File: src/design/dtio_pkg.sv
// shared constants and types for the drive terminal io logic
package dtio_pkg;
  localparam int          DTIO_NUM_IN     = 6;
  localparam int          DTIO_NUM_FUNC   = 9;
  localparam logic [7:0]  DTIO_IN_QUICK   = 8'h34;   // input function code 52
  localparam logic [7:0]  DTIO_OUT_RUN    = 8'h00;
  localparam logic [7:0]  DTIO_OUT_ALARM  = 8'h05;
  localparam logic [1:0]  DTIO_QS_TERM    = 2'h0;
  localparam logic [1:0]  DTIO_QS_INT     = 2'h1;
  localparam logic [1:0]  DTIO_POL_NO     = 2'h0;
  localparam logic [1:0]  DTIO_POL_NC     = 2'h1;
  // register byte offsets
  localparam logic [7:0]  DTIO_A_INSEL0   = 8'h00;   // input selectors at 0x00..0x14
  localparam logic [7:0]  DTIO_A_OC11     = 8'h18;
  localparam logic [7:0]  DTIO_A_OC12     = 8'h1c;
  localparam logic [7:0]  DTIO_A_RELAY    = 8'h20;
  localparam logic [7:0]  DTIO_A_RELPOL   = 8'h24;
  localparam logic [7:0]  DTIO_A_QSSEL    = 8'h28;
  localparam logic [7:0]  DTIO_A_CTRL     = 8'h2c;
  localparam logic [7:0]  DTIO_A_STATUS   = 8'h30;
  localparam logic [7:0]  DTIO_A_IRQ_ST   = 8'h34;
  localparam logic [7:0]  DTIO_A_IRQ_CLR  = 8'h38;
  localparam logic [7:0]  DTIO_A_IRQ_EN   = 8'h3c;
  localparam logic [7:0]  DTIO_A_PEDIT    = 8'h40;
  // reset values
  localparam logic [7:0]  DTIO_RST_INSEL  = 8'hff;
  localparam logic [7:0]  DTIO_RST_OC11   = 8'h00;
  localparam logic [7:0]  DTIO_RST_OC12   = 8'h01;
  localparam logic [7:0]  DTIO_RST_RELAY  = 8'h05;
  localparam logic [1:0]  DTIO_RST_RELPOL = 2'h1;
  localparam logic [1:0]  DTIO_RST_QSSEL  = 2'h0;
  // interrupt bit positions
  localparam int          DTIO_EV_QS_ON   = 0;
  localparam int          DTIO_EV_QS_OFF  = 1;
  localparam int          DTIO_EV_REJECT  = 2;
  localparam int          DTIO_NUM_EV     = 3;

  typedef struct packed {
    logic        sel;
    logic        write;
    logic [7:0]  addr;
  } dtio_req_s;

  typedef enum logic [2:0] {
    DTIO_ST_STOP = 3'b001,
    DTIO_ST_RUN  = 3'b010,
    DTIO_ST_HOLD = 3'b100
  } dtio_mode_e;
endpackage : dtio_pkg

File: src/design/dtio_outsel.sv
// output function selector with optional inversion for one output
`timescale 1ns/1ns
`default_nettype none
module dtio_outsel
  import dtio_pkg::*;
#(
  parameter int NF = DTIO_NUM_FUNC
)(
  // inputs
  input  wire logic [NF-1:0] func_vec,
  input  wire logic [7:0]    code,
  input  wire logic          invert,
  // result
  output logic               level
);
  logic sig;
  always_comb
  begin
    sig = 1'b0;
    if (code < 8'(NF))
      sig = func_vec[code[3:0]];
    level = sig ^ invert;
  end
endmodule : dtio_outsel
`default_nettype wire

File: src/design/dtio_top.sv
// drive terminal io logic: quick start input and output routing
`timescale 1ns/1ns
`default_nettype none
// Summary of operation
// - quick start asserted keeps run mode even with motor stopped
// - input code 52 is quick start; output stays energized at rest
// - quick start off: output de-energized in stop mode
// - quick start may sit on any of six input terminals
// - select 01 forces quick start internally; terminal used only at 00
// - run lamp lit continuously while quick start active
// - quick start active: only run-editable parameters accepted
// - output functions routed independently to two collectors and relay
// - relay defaults to alarm, reassignable to any output function
// - relay selector accepts any of nine output functions
// - polarity 00 coil off when signal off; 01 coil on when off
// - defaults: relay code 05 and polarity 01
// - relay code 00 routes the run-mode signal
// - alarm still assignable to terminal 11 or 12
module dtio_top
  import dtio_pkg::*;
#(
  parameter int NIN = DTIO_NUM_IN,
  parameter int NF  = DTIO_NUM_FUNC
)(
  // clock and reset
  input  wire logic          CLOCK,
  input  wire logic          RST,
  // ahb-lite slave
  input  wire logic          HSEL,
  input  wire logic [31:0]   HADDR,
  input  wire logic [1:0]    HTRANS,
  input  wire logic          HWRITE,
  input  wire logic [2:0]    HSIZE,
  input  wire logic [31:0]   HWDATA,
  input  wire logic          HREADY,
  output logic [31:0]        HRDATA,
  output logic               HREADYOUT,
  output logic               HRESP,
  // terminals and drive status
  input  wire logic [NIN-1:0] IN_TERM,
  input  wire logic          RUN_CMD,
  input  wire logic [NF-1:0] OUT_FUNC,
  output logic               DRIVE_ENERGIZE,
  output logic               RUN_MODE,
  output logic               RUN_LAMP,
  output logic               QUICK_ACTIVE,
  output logic               OC11_ON,
  output logic               OC12_ON,
  output logic               RELAY_COIL,
  output logic               IRQ
);
  logic [7:0]         insel_q [NIN];
  logic [7:0]         oc11_q;
  logic [7:0]         oc12_q;
  logic [7:0]         relay_q;
  logic [1:0]         relpol_q;
  logic [1:0]         qssel_q;
  logic [DTIO_NUM_EV-1:0] irq_st_q;
  logic [DTIO_NUM_EV-1:0] irq_en_q;
  logic [31:0]        pedit_q;
  logic [31:0]        runedit_mask_q;
  dtio_req_s          req_q;
  dtio_mode_e         mode_q;
  logic               qs_q;
  logic [NIN-1:0]     qs_hit;
  logic               qs_term;
  logic               qs_now;
  logic [NF-1:0]      func_vec;
  logic               lvl11;
  logic               lvl12;
  logic               lvlrel;
  logic               wr_go;
  logic               ctrl_wr;
  logic               reject;
  logic               pedit_ok;
  logic [31:0]        rd_d;
  logic [DTIO_NUM_EV-1:0] ev;

  // terminal decode, one comparator per input
  genvar gi;
  generate
    for (gi = 0; gi < NIN; gi++)
    begin : g_in
      assign qs_hit[gi] = IN_TERM[gi] && (insel_q[gi] == DTIO_IN_QUICK);
    end
  endgenerate
  assign qs_term = |qs_hit;
  // internal enable overrides and masks the terminal
  always_comb
  begin
    case (qssel_q)
      DTIO_QS_INT:  qs_now = 1'b1;
      DTIO_QS_TERM: qs_now = qs_term;
      default:      qs_now = 1'b0;
    endcase
  end

  // ahb-lite address phase capture
  always_ff @(posedge CLOCK)
  begin
    if (RST)
      req_q <= '0;
    else if (HREADY)
      req_q <= '{sel: HSEL && HTRANS[1], write: HWRITE, addr: HADDR[7:0]};
  end
  assign wr_go = req_q.sel && req_q.write;

  // parameter edit register: run-editable bits given by a mask
  assign ctrl_wr  = wr_go && (req_q.addr == DTIO_A_PEDIT);
  assign pedit_ok = (mode_q == DTIO_ST_STOP) && !qs_q;
  assign reject   = ctrl_wr && !pedit_ok && |(HWDATA & ~runedit_mask_q);
  always_ff @(posedge CLOCK)
  begin
    if (RST)
      pedit_q <= '0;
    else if (ctrl_wr && !reject)
      pedit_q <= HWDATA;
  end

  // configuration registers
  always_ff @(posedge CLOCK)
  begin
    if (RST)
    begin
      for (int i = 0; i < NIN; i++)
        insel_q[i] <= DTIO_RST_INSEL;
      oc11_q         <= DTIO_RST_OC11;
      oc12_q         <= DTIO_RST_OC12;
      relay_q        <= DTIO_RST_RELAY;
      relpol_q       <= DTIO_RST_RELPOL;
      qssel_q        <= DTIO_RST_QSSEL;
      runedit_mask_q <= '0;
      irq_en_q       <= '0;
    end
    else if (wr_go)
    begin
      for (int i = 0; i < NIN; i++)
        if (req_q.addr == DTIO_A_INSEL0 + 8'(4 * i))
          insel_q[i] <= HWDATA[7:0];
      case (req_q.addr)
        DTIO_A_OC11:   oc11_q <= HWDATA[7:0];
        DTIO_A_OC12:   oc12_q <= HWDATA[7:0];
        DTIO_A_RELAY:  relay_q <= HWDATA[7:0];
        DTIO_A_RELPOL: relpol_q <= HWDATA[1:0];
        DTIO_A_QSSEL:  qssel_q <= HWDATA[1:0];
        DTIO_A_CTRL:   runedit_mask_q <= HWDATA;
        DTIO_A_IRQ_EN: irq_en_q <= HWDATA[DTIO_NUM_EV-1:0];
        default:       ;
      endcase
    end
  end

  // drive mode machine
  always_ff @(posedge CLOCK)
  begin
    if (RST)
    begin
      mode_q <= DTIO_ST_STOP;
      qs_q   <= 1'b0;
    end
    else
    begin
      qs_q <= qs_now;
      case (mode_q)
        DTIO_ST_STOP:
        begin
          if (RUN_CMD)
            mode_q <= DTIO_ST_RUN;
          else if (qs_now)
            mode_q <= DTIO_ST_HOLD;
        end
        DTIO_ST_RUN:
        begin
          if (!RUN_CMD)
            mode_q <= qs_now ? DTIO_ST_HOLD : DTIO_ST_STOP;
        end
        DTIO_ST_HOLD:
        begin
          if (RUN_CMD)
            mode_q <= DTIO_ST_RUN;
          else if (!qs_now)
            mode_q <= DTIO_ST_STOP;
        end
        default:      mode_q <= DTIO_ST_STOP;
      endcase
    end
  end

  // output functions: run-mode signal sits at code 00
  always_comb
  begin
    func_vec = OUT_FUNC;
    func_vec[DTIO_OUT_RUN[3:0]] = (mode_q != DTIO_ST_STOP);
  end

  dtio_outsel #(.NF(NF)) u_oc11 (
    .func_vec (func_vec),
    .code     (oc11_q),
    .invert   (1'b0),
    .level    (lvl11)
  );
  dtio_outsel #(.NF(NF)) u_oc12 (
    .func_vec (func_vec),
    .code     (oc12_q),
    .invert   (1'b0),
    .level    (lvl12)
  );
  // polarity 01 energizes the coil while the signal is off
  dtio_outsel #(.NF(NF)) u_rel (
    .func_vec (func_vec),
    .code     (relay_q),
    .invert   (relpol_q == DTIO_POL_NC),
    .level    (lvlrel)
  );

  // registered outputs
  always_ff @(posedge CLOCK)
  begin
    if (RST)
    begin
      DRIVE_ENERGIZE <= 1'b0;
      RUN_MODE       <= 1'b0;
      RUN_LAMP       <= 1'b0;
      QUICK_ACTIVE   <= 1'b0;
      OC11_ON        <= 1'b0;
      OC12_ON        <= 1'b0;
      RELAY_COIL     <= 1'b0;
    end
    else
    begin
      DRIVE_ENERGIZE <= (mode_q != DTIO_ST_STOP);
      RUN_MODE       <= (mode_q != DTIO_ST_STOP);
      RUN_LAMP       <= (mode_q != DTIO_ST_STOP) || qs_q;
      QUICK_ACTIVE   <= qs_q;
      OC11_ON        <= lvl11;
      OC12_ON        <= lvl12;
      RELAY_COIL     <= lvlrel;
    end
  end

  // interrupt status: set wins over clear
  assign ev[DTIO_EV_QS_ON]  = qs_now && !qs_q;
  assign ev[DTIO_EV_QS_OFF] = !qs_now && qs_q;
  assign ev[DTIO_EV_REJECT] = reject;
  always_ff @(posedge CLOCK)
  begin
    if (RST)
      irq_st_q <= '0;
    else if (wr_go && req_q.addr == DTIO_A_IRQ_CLR)
      irq_st_q <= (irq_st_q & ~HWDATA[DTIO_NUM_EV-1:0]) | ev;
    else
      irq_st_q <= irq_st_q | ev;
  end
  always_ff @(posedge CLOCK)
  begin
    if (RST)
      IRQ <= 1'b0;
    else
      IRQ <= |(irq_st_q & irq_en_q);
  end

  // read mux; unmapped and write-only offsets read zero
  always_comb
  begin
    rd_d = '0;
    for (int i = 0; i < NIN; i++)
      if (HADDR[7:0] == DTIO_A_INSEL0 + 8'(4 * i))
        rd_d = {24'h0, insel_q[i]};
    case (HADDR[7:0])
      DTIO_A_OC11:   rd_d = {24'h0, oc11_q};
      DTIO_A_OC12:   rd_d = {24'h0, oc12_q};
      DTIO_A_RELAY:  rd_d = {24'h0, relay_q};
      DTIO_A_RELPOL: rd_d = {30'h0, relpol_q};
      DTIO_A_QSSEL:  rd_d = {30'h0, qssel_q};
      DTIO_A_CTRL:   rd_d = runedit_mask_q;
      DTIO_A_STATUS: rd_d = {25'h0, qs_q, qs_term, mode_q, RELAY_COIL, OC12_ON};
      DTIO_A_IRQ_ST: rd_d = {29'h0, irq_st_q};
      DTIO_A_IRQ_EN: rd_d = {29'h0, irq_en_q};
      DTIO_A_PEDIT:  rd_d = pedit_q;
      default:       ;
    endcase
  end
  // zero wait: read data latched at address phase, shown in data phase
  // limitation: a read right behind a write to that register sees the old value
  always_ff @(posedge CLOCK)
  begin
    if (RST)
    begin
      HRDATA    <= '0;
      HREADYOUT <= 1'b1;
      HRESP     <= 1'b0;
    end
    else
    begin
      HREADYOUT <= 1'b1;
      HRESP     <= 1'b0;
      if (HREADY && HSEL && HTRANS[1] && !HWRITE)
        HRDATA <= rd_d;
    end
  end
endmodule : dtio_top
`default_nettype wire

File: config.mk
export PLATFORM = sky130hd
export DESIGN_NAME = dtio_top
export DESIGN_NICKNAME = d
export VERILOG_FILES = /design/src/design/dtio_pkg.sv /design/src/design/dtio_outsel.sv /design/src/design/dtio_top.sv
export SDC_FILE = /design/constraint.sdc
export NUM_CORES = 1
export LEC_CHECK = 0
export BUFFER_PORTS_ARGS = -buffer_cell sky130_fd_sc_hd__buf_4
export CORE_ASPECT_RATIO = 0.5
export CORE_MARGIN = 8
export CORE_UTILIZATION = 56
export CTS_CLUSTER_SIZE = 10
export DETAILED_ROUTE_END_ITERATION = 10
export PLACE_DENSITY_LB_ADDON = 0.25
export SETUP_SLACK_MARGIN = 0.5
export SLEW_MARGIN = 20
export SYNTH_ARGS = -nofsm -noshare
export SYNTH_HDL_FRONTEND = slang
export SYNTH_SLANG_ARGS = --single-unit
export TNS_END_PERCENT = 50
File: constraint.sdc
create_clock -name CLOCK -period 3.5 [get_ports CLOCK]
set_input_delay 0.7 -clock CLOCK [delete_from_list [all_inputs] [get_ports CLOCK]]
set_output_delay 0.7 -clock CLOCK [all_outputs]
set_load 0.03 [all_outputs]
* Word-level counts from Yosys, hierarchy flattened
Memories as Yosys holds them, arrays and structs flattened.
Cells that the tools add are included.
** Operators by class
- $add $sub $neg :: 0
- Multiply operators :: 0
- Div/mod/pow operators :: 0
- $lt $le $gt $ge :: 6
- Equal/unequal tests :: 44
- Shift-type cells :: 0
- Muxes and demuxes :: 55
- Bitwise logic cells :: 16
- Reduce and logical (&&, ||, !) cells :: 41
** Operators by type and width (count)
- one-hot mux 32 bit (10 select lines) :: 1
- 2-to-1 mux 32 bit :: 5
- == test 8 x 6 -> 1 bit (second input constant) :: 19
- == test 8 x 5 -> 1 bit (second input constant) :: 8
- 2-to-1 mux 8 bit :: 7
- AND 32 bit :: 1
- == test 8 x 4 -> 1 bit (second input constant) :: 4
- inverter 32 bit :: 1
- OR reduction 32 bit :: 1
- 2-to-1 mux 1 bit :: 30
- less-than comparator 8 x 4 -> 1 bit (second input constant) :: 3
- 2-to-1 mux 3 bit :: 7
- logical AND 1 bit :: 19
- == test 8 x 3 -> 1 bit (second input constant) :: 2
- == test 8 x 7 -> 1 bit (second input constant) :: 2
- logical NOT 8 bit :: 2
- less-than comparator 4 x 5 -> 1 bit (second input constant) :: 3
- AND reduction 2 bit :: 7
- binary-select mux 1 bit (select 4 bit) :: 3
- one-hot mux 3 bit (3 select lines) :: 1
- AND 3 bit :: 2
- != test 3 bit (second input constant) :: 2
- bitwise OR 1 bit :: 6
- bitwise OR 3 bit :: 2
- other kinds (17) :: 24
** Storage, ports and cells
- Flip-flop bits (word level) :: 151
- Bits in latches :: 0
- RAM bits :: 48
- ROM bits :: 0
- Bits of input ports :: 90
- Output and inout bits :: 42
- Word-level logic and storage cells :: 185
- Memories :: 1
** Memory list
- insel_q :: depth 6, width 8, rd ports 6, clocked after Yosys merged registers in 0, wr ports 6, line dtio_top.sv:52 : logic [7:0] insel_q [NIN];

* Depth between registers and ports, before layout
An unclocked memory read counts as a cell.
- Word-level depth :: 9
- Gate-level depth with buffers :: 8
- Gate-level depth less buffers :: 6

* Cells and area by module
A second synthesis with hierarchy kept.
** Unflattened totals
- Cell total of the unflattened synthesis :: 1030
- Area, all modules :: 9551.7 um^2
** By module, submodules not included
- dtio_top :: times used 1, cells each 1000, area each 9243.9 um^2, seq. area each 4464.3 um^2
- dtio_outsel :: times used 3, cells each 10, area each 102.6 um^2, seq. area each 0.0 um^2

* Worst setup path before layout
OpenSTA, ideal clock, no wires.
- Path kind :: input port to flip-flop
- Start :: in RST
- End :: mem insel_q[2][0] (enable)
- Setup time :: 375 ps
- Arrival :: 2003 ps
- Required time :: 3125 ps
- Slack :: 1123 ps
- Stages on the path :: 5
- Path buffers :: 4
- Cell sequence :: clkbuf_1 > clkbuf_1 > clkbuf_1 > clkbuf_1 > o21bai_1
** RTL lines
- start: declaration :: line dtio_top.sv:27 : input wire logic RST,
- end: declaration :: line dtio_top.sv:52

* Worst setup path after layout
- Start :: reg runedit_mask_q[7]
- End :: reg pedit_q[20]
** On the way
- Cells in the longest elaborated chain, start to end :: 6
** Ends and longest elaborated chain
- start: declaration :: line dtio_top.sv:61 : logic [31:0] runedit_mask_q;
- start signal: assignment :: line dtio_top.sv:132 : runedit_mask_q <= '0;
- start signal: assignment :: line dtio_top.sv:146 : DTIO_A_CTRL: runedit_mask_q <= HWDATA;
- inverter 32 bit :: line dtio_top.sv:111 : assign reject = ctrl_wr && !pedit_ok && |(HWDATA & ~runedit_mask_q);
- AND 32 bit :: line dtio_top.sv:111
- OR reduction 32 bit :: line dtio_top.sv:111
- logical AND 1 bit :: line dtio_top.sv:111
- logical NOT 1 bit :: line dtio_top.sv:116 : else if (ctrl_wr && !reject)
- logical AND 1 bit :: line dtio_top.sv:116
- end signal: assignment :: line dtio_top.sv:115 : pedit_q <= '0;
- end signal: assignment :: line dtio_top.sv:117 : pedit_q <= HWDATA;
- end: declaration :: line dtio_top.sv:60 : logic [31:0] pedit_q;
No other way between the ends.
A chain may end at the register's enable or synchronous reset.

==> reports/results.txt <==
Top_reg_cell synth - dfxtp_1
Mux share of post-synthesis cell area - 0.06084
Hold depth - 2
Layout cells sized above 1 - 0.2005
Initial Util - 0.5660
Final Critical Period - 2530 ps
WP data arrival - 2820 ps
Final hold violation count - 0
Die H - 109.2 µm
CTS clock-pin slew for the worst setup and hold paths - 80 ps
Crit path kind - flop to flop
Post-Place Cells - 1324
Simple-gate share of the synthesized area - 0.2309
Post-Syn Nets - 1145
Detailed Routing Iterations Pass 1 - 6
Startpoint types - flop
P per Cell Area - 431.3 nW/µm²
Skew final - 9.667 ps
Reg2Reg Setup Slack - 970 ps
R2r endpoint - pedit_q[20]$_SDFFE_PP0P_
Largest area contributor in the netlist - dfxtp_1
DR iter-0 viols - 820
Setup TNS - 0 ps
Sequential share of the synthesized area - 0.4589
H-tree Lvls - 4
Worst vdd ir - 339.4 µV
Die width - 202.4 µm
Post-synth top area share - 0.3107
Number of I/O port buffers - 100
Slew Limit Fails - 0
HP Start - RUN_CMD
Most frequent cell after synthesis - nand2_1
Core area - 17190 µm²
Io pins - 132
Antenna diode count - 0
Clk sinks - 199
Finished Layout Cells - 1356
Post-CTS Resized - 0
Synth cell types - 76
EDFF count, synth - 48
Syn Std Cell Area - 9728 µm²
Total number of vias - 8339
DR vias/cell - 6.150
Global-route wire length before repair - 44040 µm
Vias in the first global route - 8084
Clk buf depth - 2
Worst Hold Path EP - mode_q[2]$_SDFFE_PP0P_
Critical Path Fanout Max - 20
Main combinational cell family by area after synthesis - simple AND/OR/NAND/NOR gates
Synth top cells by count - nand2_1 (159), dfxtp_1 (151), nor2_1 (82)
Worst Hold Slack - 412.0 ps
Required @ worst endpoint - 3790 ps
Num rows - 34
Total CTS buffers - 17
Synth Instances - 1055
Hold Buf Count CTS - 0
Initial antenna violation count - 0
Die area - 22100 µm²
Wire per inst - 20.67 µm
R2R Path Start - runedit_mask_q[7]$_SDFFE_PP0P_
Overall Global Routing Usage - 0.2535
GR Overflow Total - 0
R2R depth - 7
Synth Area in XOR/XNOR - 0.001801
Final WL - 28020 µm
Top cells by area, synth - dfxtp_1 (31%), edfxtp_1 (15%), nand2_1 (6.1%), nand2b_1 (3.9%), a21oi_1 (3.7%)
Post-DP HPWL - 19400 µm
ANT nets after route - 0
Worst-Skew Late Latency - 440 ps
Leakage - 3.687 nW
HP Class - input port to flop
Max cap viols - 0
Post-synth ARST share - 0
Worst slew margin - 0.3044
Syn Area/Cell - 9.221 µm²
Worst setup EP type - flop
FILL cells - 1438
Post-route DRC - 0
Fmax - 395.2 MHz
CTS tree - built
Result of the run - finished clean
Fin nets - 1199
Compound-gate portion of the synthesized area - 0.1947
Post-route clock period utilization - 0.7229
Ys Warns - 0
Pin count of the biggest net entering global routing - 127
CTS root buffer - clkbuf_16
Least-Margin Pin Slew - 1035 ps
Postcts setup bufs - 0
Unrepaired setup endpoints after global routing - false
FF+latch count, synth - 199
Adder-Cell Fraction of Synth Area - 0
Final setup vio count - 0
GPL Wtd Cong - 0.9420
Area delta synth->final - 14.01%
-- cell type report --
class | instances | area [µm²] | area share
Multi-Input combinational cell | 749 | 4763 | 0.4295
Clock inverter | 14 | 133.9 | 0.01207
Clock buffer | 18 | 450.4 | 0.04061
Sequential cell | 199 | 4464 | 0.4025
Tap cell | 234 | 292.8 | 0.02640
Timing Repair Buffer | 116 | 887.1 | 0.07999
Inverter | 26 | 98.84 | 0.008912
-- layout by cell type (no fill, tap or decap), types with 5 or more instances in the layout --
master	instances
a211oi_2	20
nor3_1	6
mux2i_1	31
a211oi_1	6
nor4b_1	6
nand4_1	6
inv_1	21
a22o_1	5
nor2b_1	23
clkbuf_16	18
a22oi_1	10
o22ai_1	12
edfxtp_1	48
nand2b_1	61
a31oi_1	8
nand2_1	159
a311oi_1	5
a21oi_1	71
nor3b_1	7
o21ai_0	39
mux4_2	11
dfxtp_1	151
o21bai_1	5
and3_1	7
a211o_1	6
nor4_1	6
buf_4	114
nand3_1	45
nor2_1	82
inv_8	5
a22oi_2	20
o41ai_1	22
-- flip-flops by register name (all words and copies together) (netlist names) --
signal and cells:
qssel_q 2, QUICK_ACTIVE 1, HRDATA 32, mode_q 3
relay_q 8, OC12_ON 1, RUN_MODE 1, oc11_q 8
qs_q 1, RELAY_COIL 1, irq_en_q 3, runedit_mask_q 32
RUN_LAMP 1, pedit_q 32, IRQ 1, oc12_q 8
relpol_q 2, insel_q 48, irq_st_q 3, req_q 10
OC11_ON 1
-- worst max-delay path by stage --
stage / end / slack (ps) / from
floorplan: insel_q[2][0]$_SDFFCE_PN1P_ / 1120 / RST
finish: pedit_q[20]$_SDFFE_PP0P_ / 970 / runedit_mask_q[7]$_SDFFE_PP0P_
global placement: pedit_q[13]$_SDFFE_PP0P_ / 730 / HWDATA[0]
global route: pedit_q[2]$_SDFFE_PP0P_ / 950 / runedit_mask_q[7]$_SDFFE_PP0P_
detailed placement: pedit_q[20]$_SDFFE_PP0P_ / 680 / HWDATA[4]
CTS: pedit_q[20]$_SDFFE_PP0P_ / 1120 / runedit_mask_q[7]$_SDFFE_PP0P_
-- critical path: stages, from the launching register on --
cell       delay, ps
dfxtp_1          440
nand2b_1         190
o2111ai_1        200
nor4_1           520
a32oi_2          400
buf_4            320
o21ai_0          210
o41ai_1          110
-- layer usage --
layer,up-vias,GRT usage,share of wire
met4,0,0.08286,0.020
met1,3994,0.3290,0.42
met5,-,0,0
li1,3896,-,-
met2,400,0.4138,0.47
met3,49,0.06524,0.092
-- per-stage QoR --
step           utilization  setup WS (ps)  power [W]  area (µm²)
6_report            0.6453          969.8   0.004783       11090
5_1_grt             0.6453          945.4   0.004936       11090
4_1_cts             0.6453           1120   0.004795       11090
3_5_place_dp        0.6113          682.5   0.002869       10510
3_3_place_gp        0.6113          728.0   0.002862       10510
2_1_floorplan            -           1123   0.002699        9728
-- report_power, final --
group / switching (W) / internal [W] / total, W / leakage, nW
logic: 0.000280 / 0.000152 / 0.000431 / 1.85
clock network: 0.000974 / 0.000988 / 0.00196 / 0.285
registers: 0.0000187 / 0.00237 / 0.00239 / 1.55
-- cell families (layout without fill, tap and decap cells) --
| kind of cell | after synthesis | count (layout) |
|---|---|---|
| flops | 199 | 199 |
| other cells | 2 | 2 |
| buf+inv | 107 | 174 |
| compound gates | 255 | 255 |
| xor+xnor | 2 | 2 |
| mux | 45 | 45 |
| simple gates | 445 | 445 |
No activity file was read; power rests on OpenSTA's default activity.
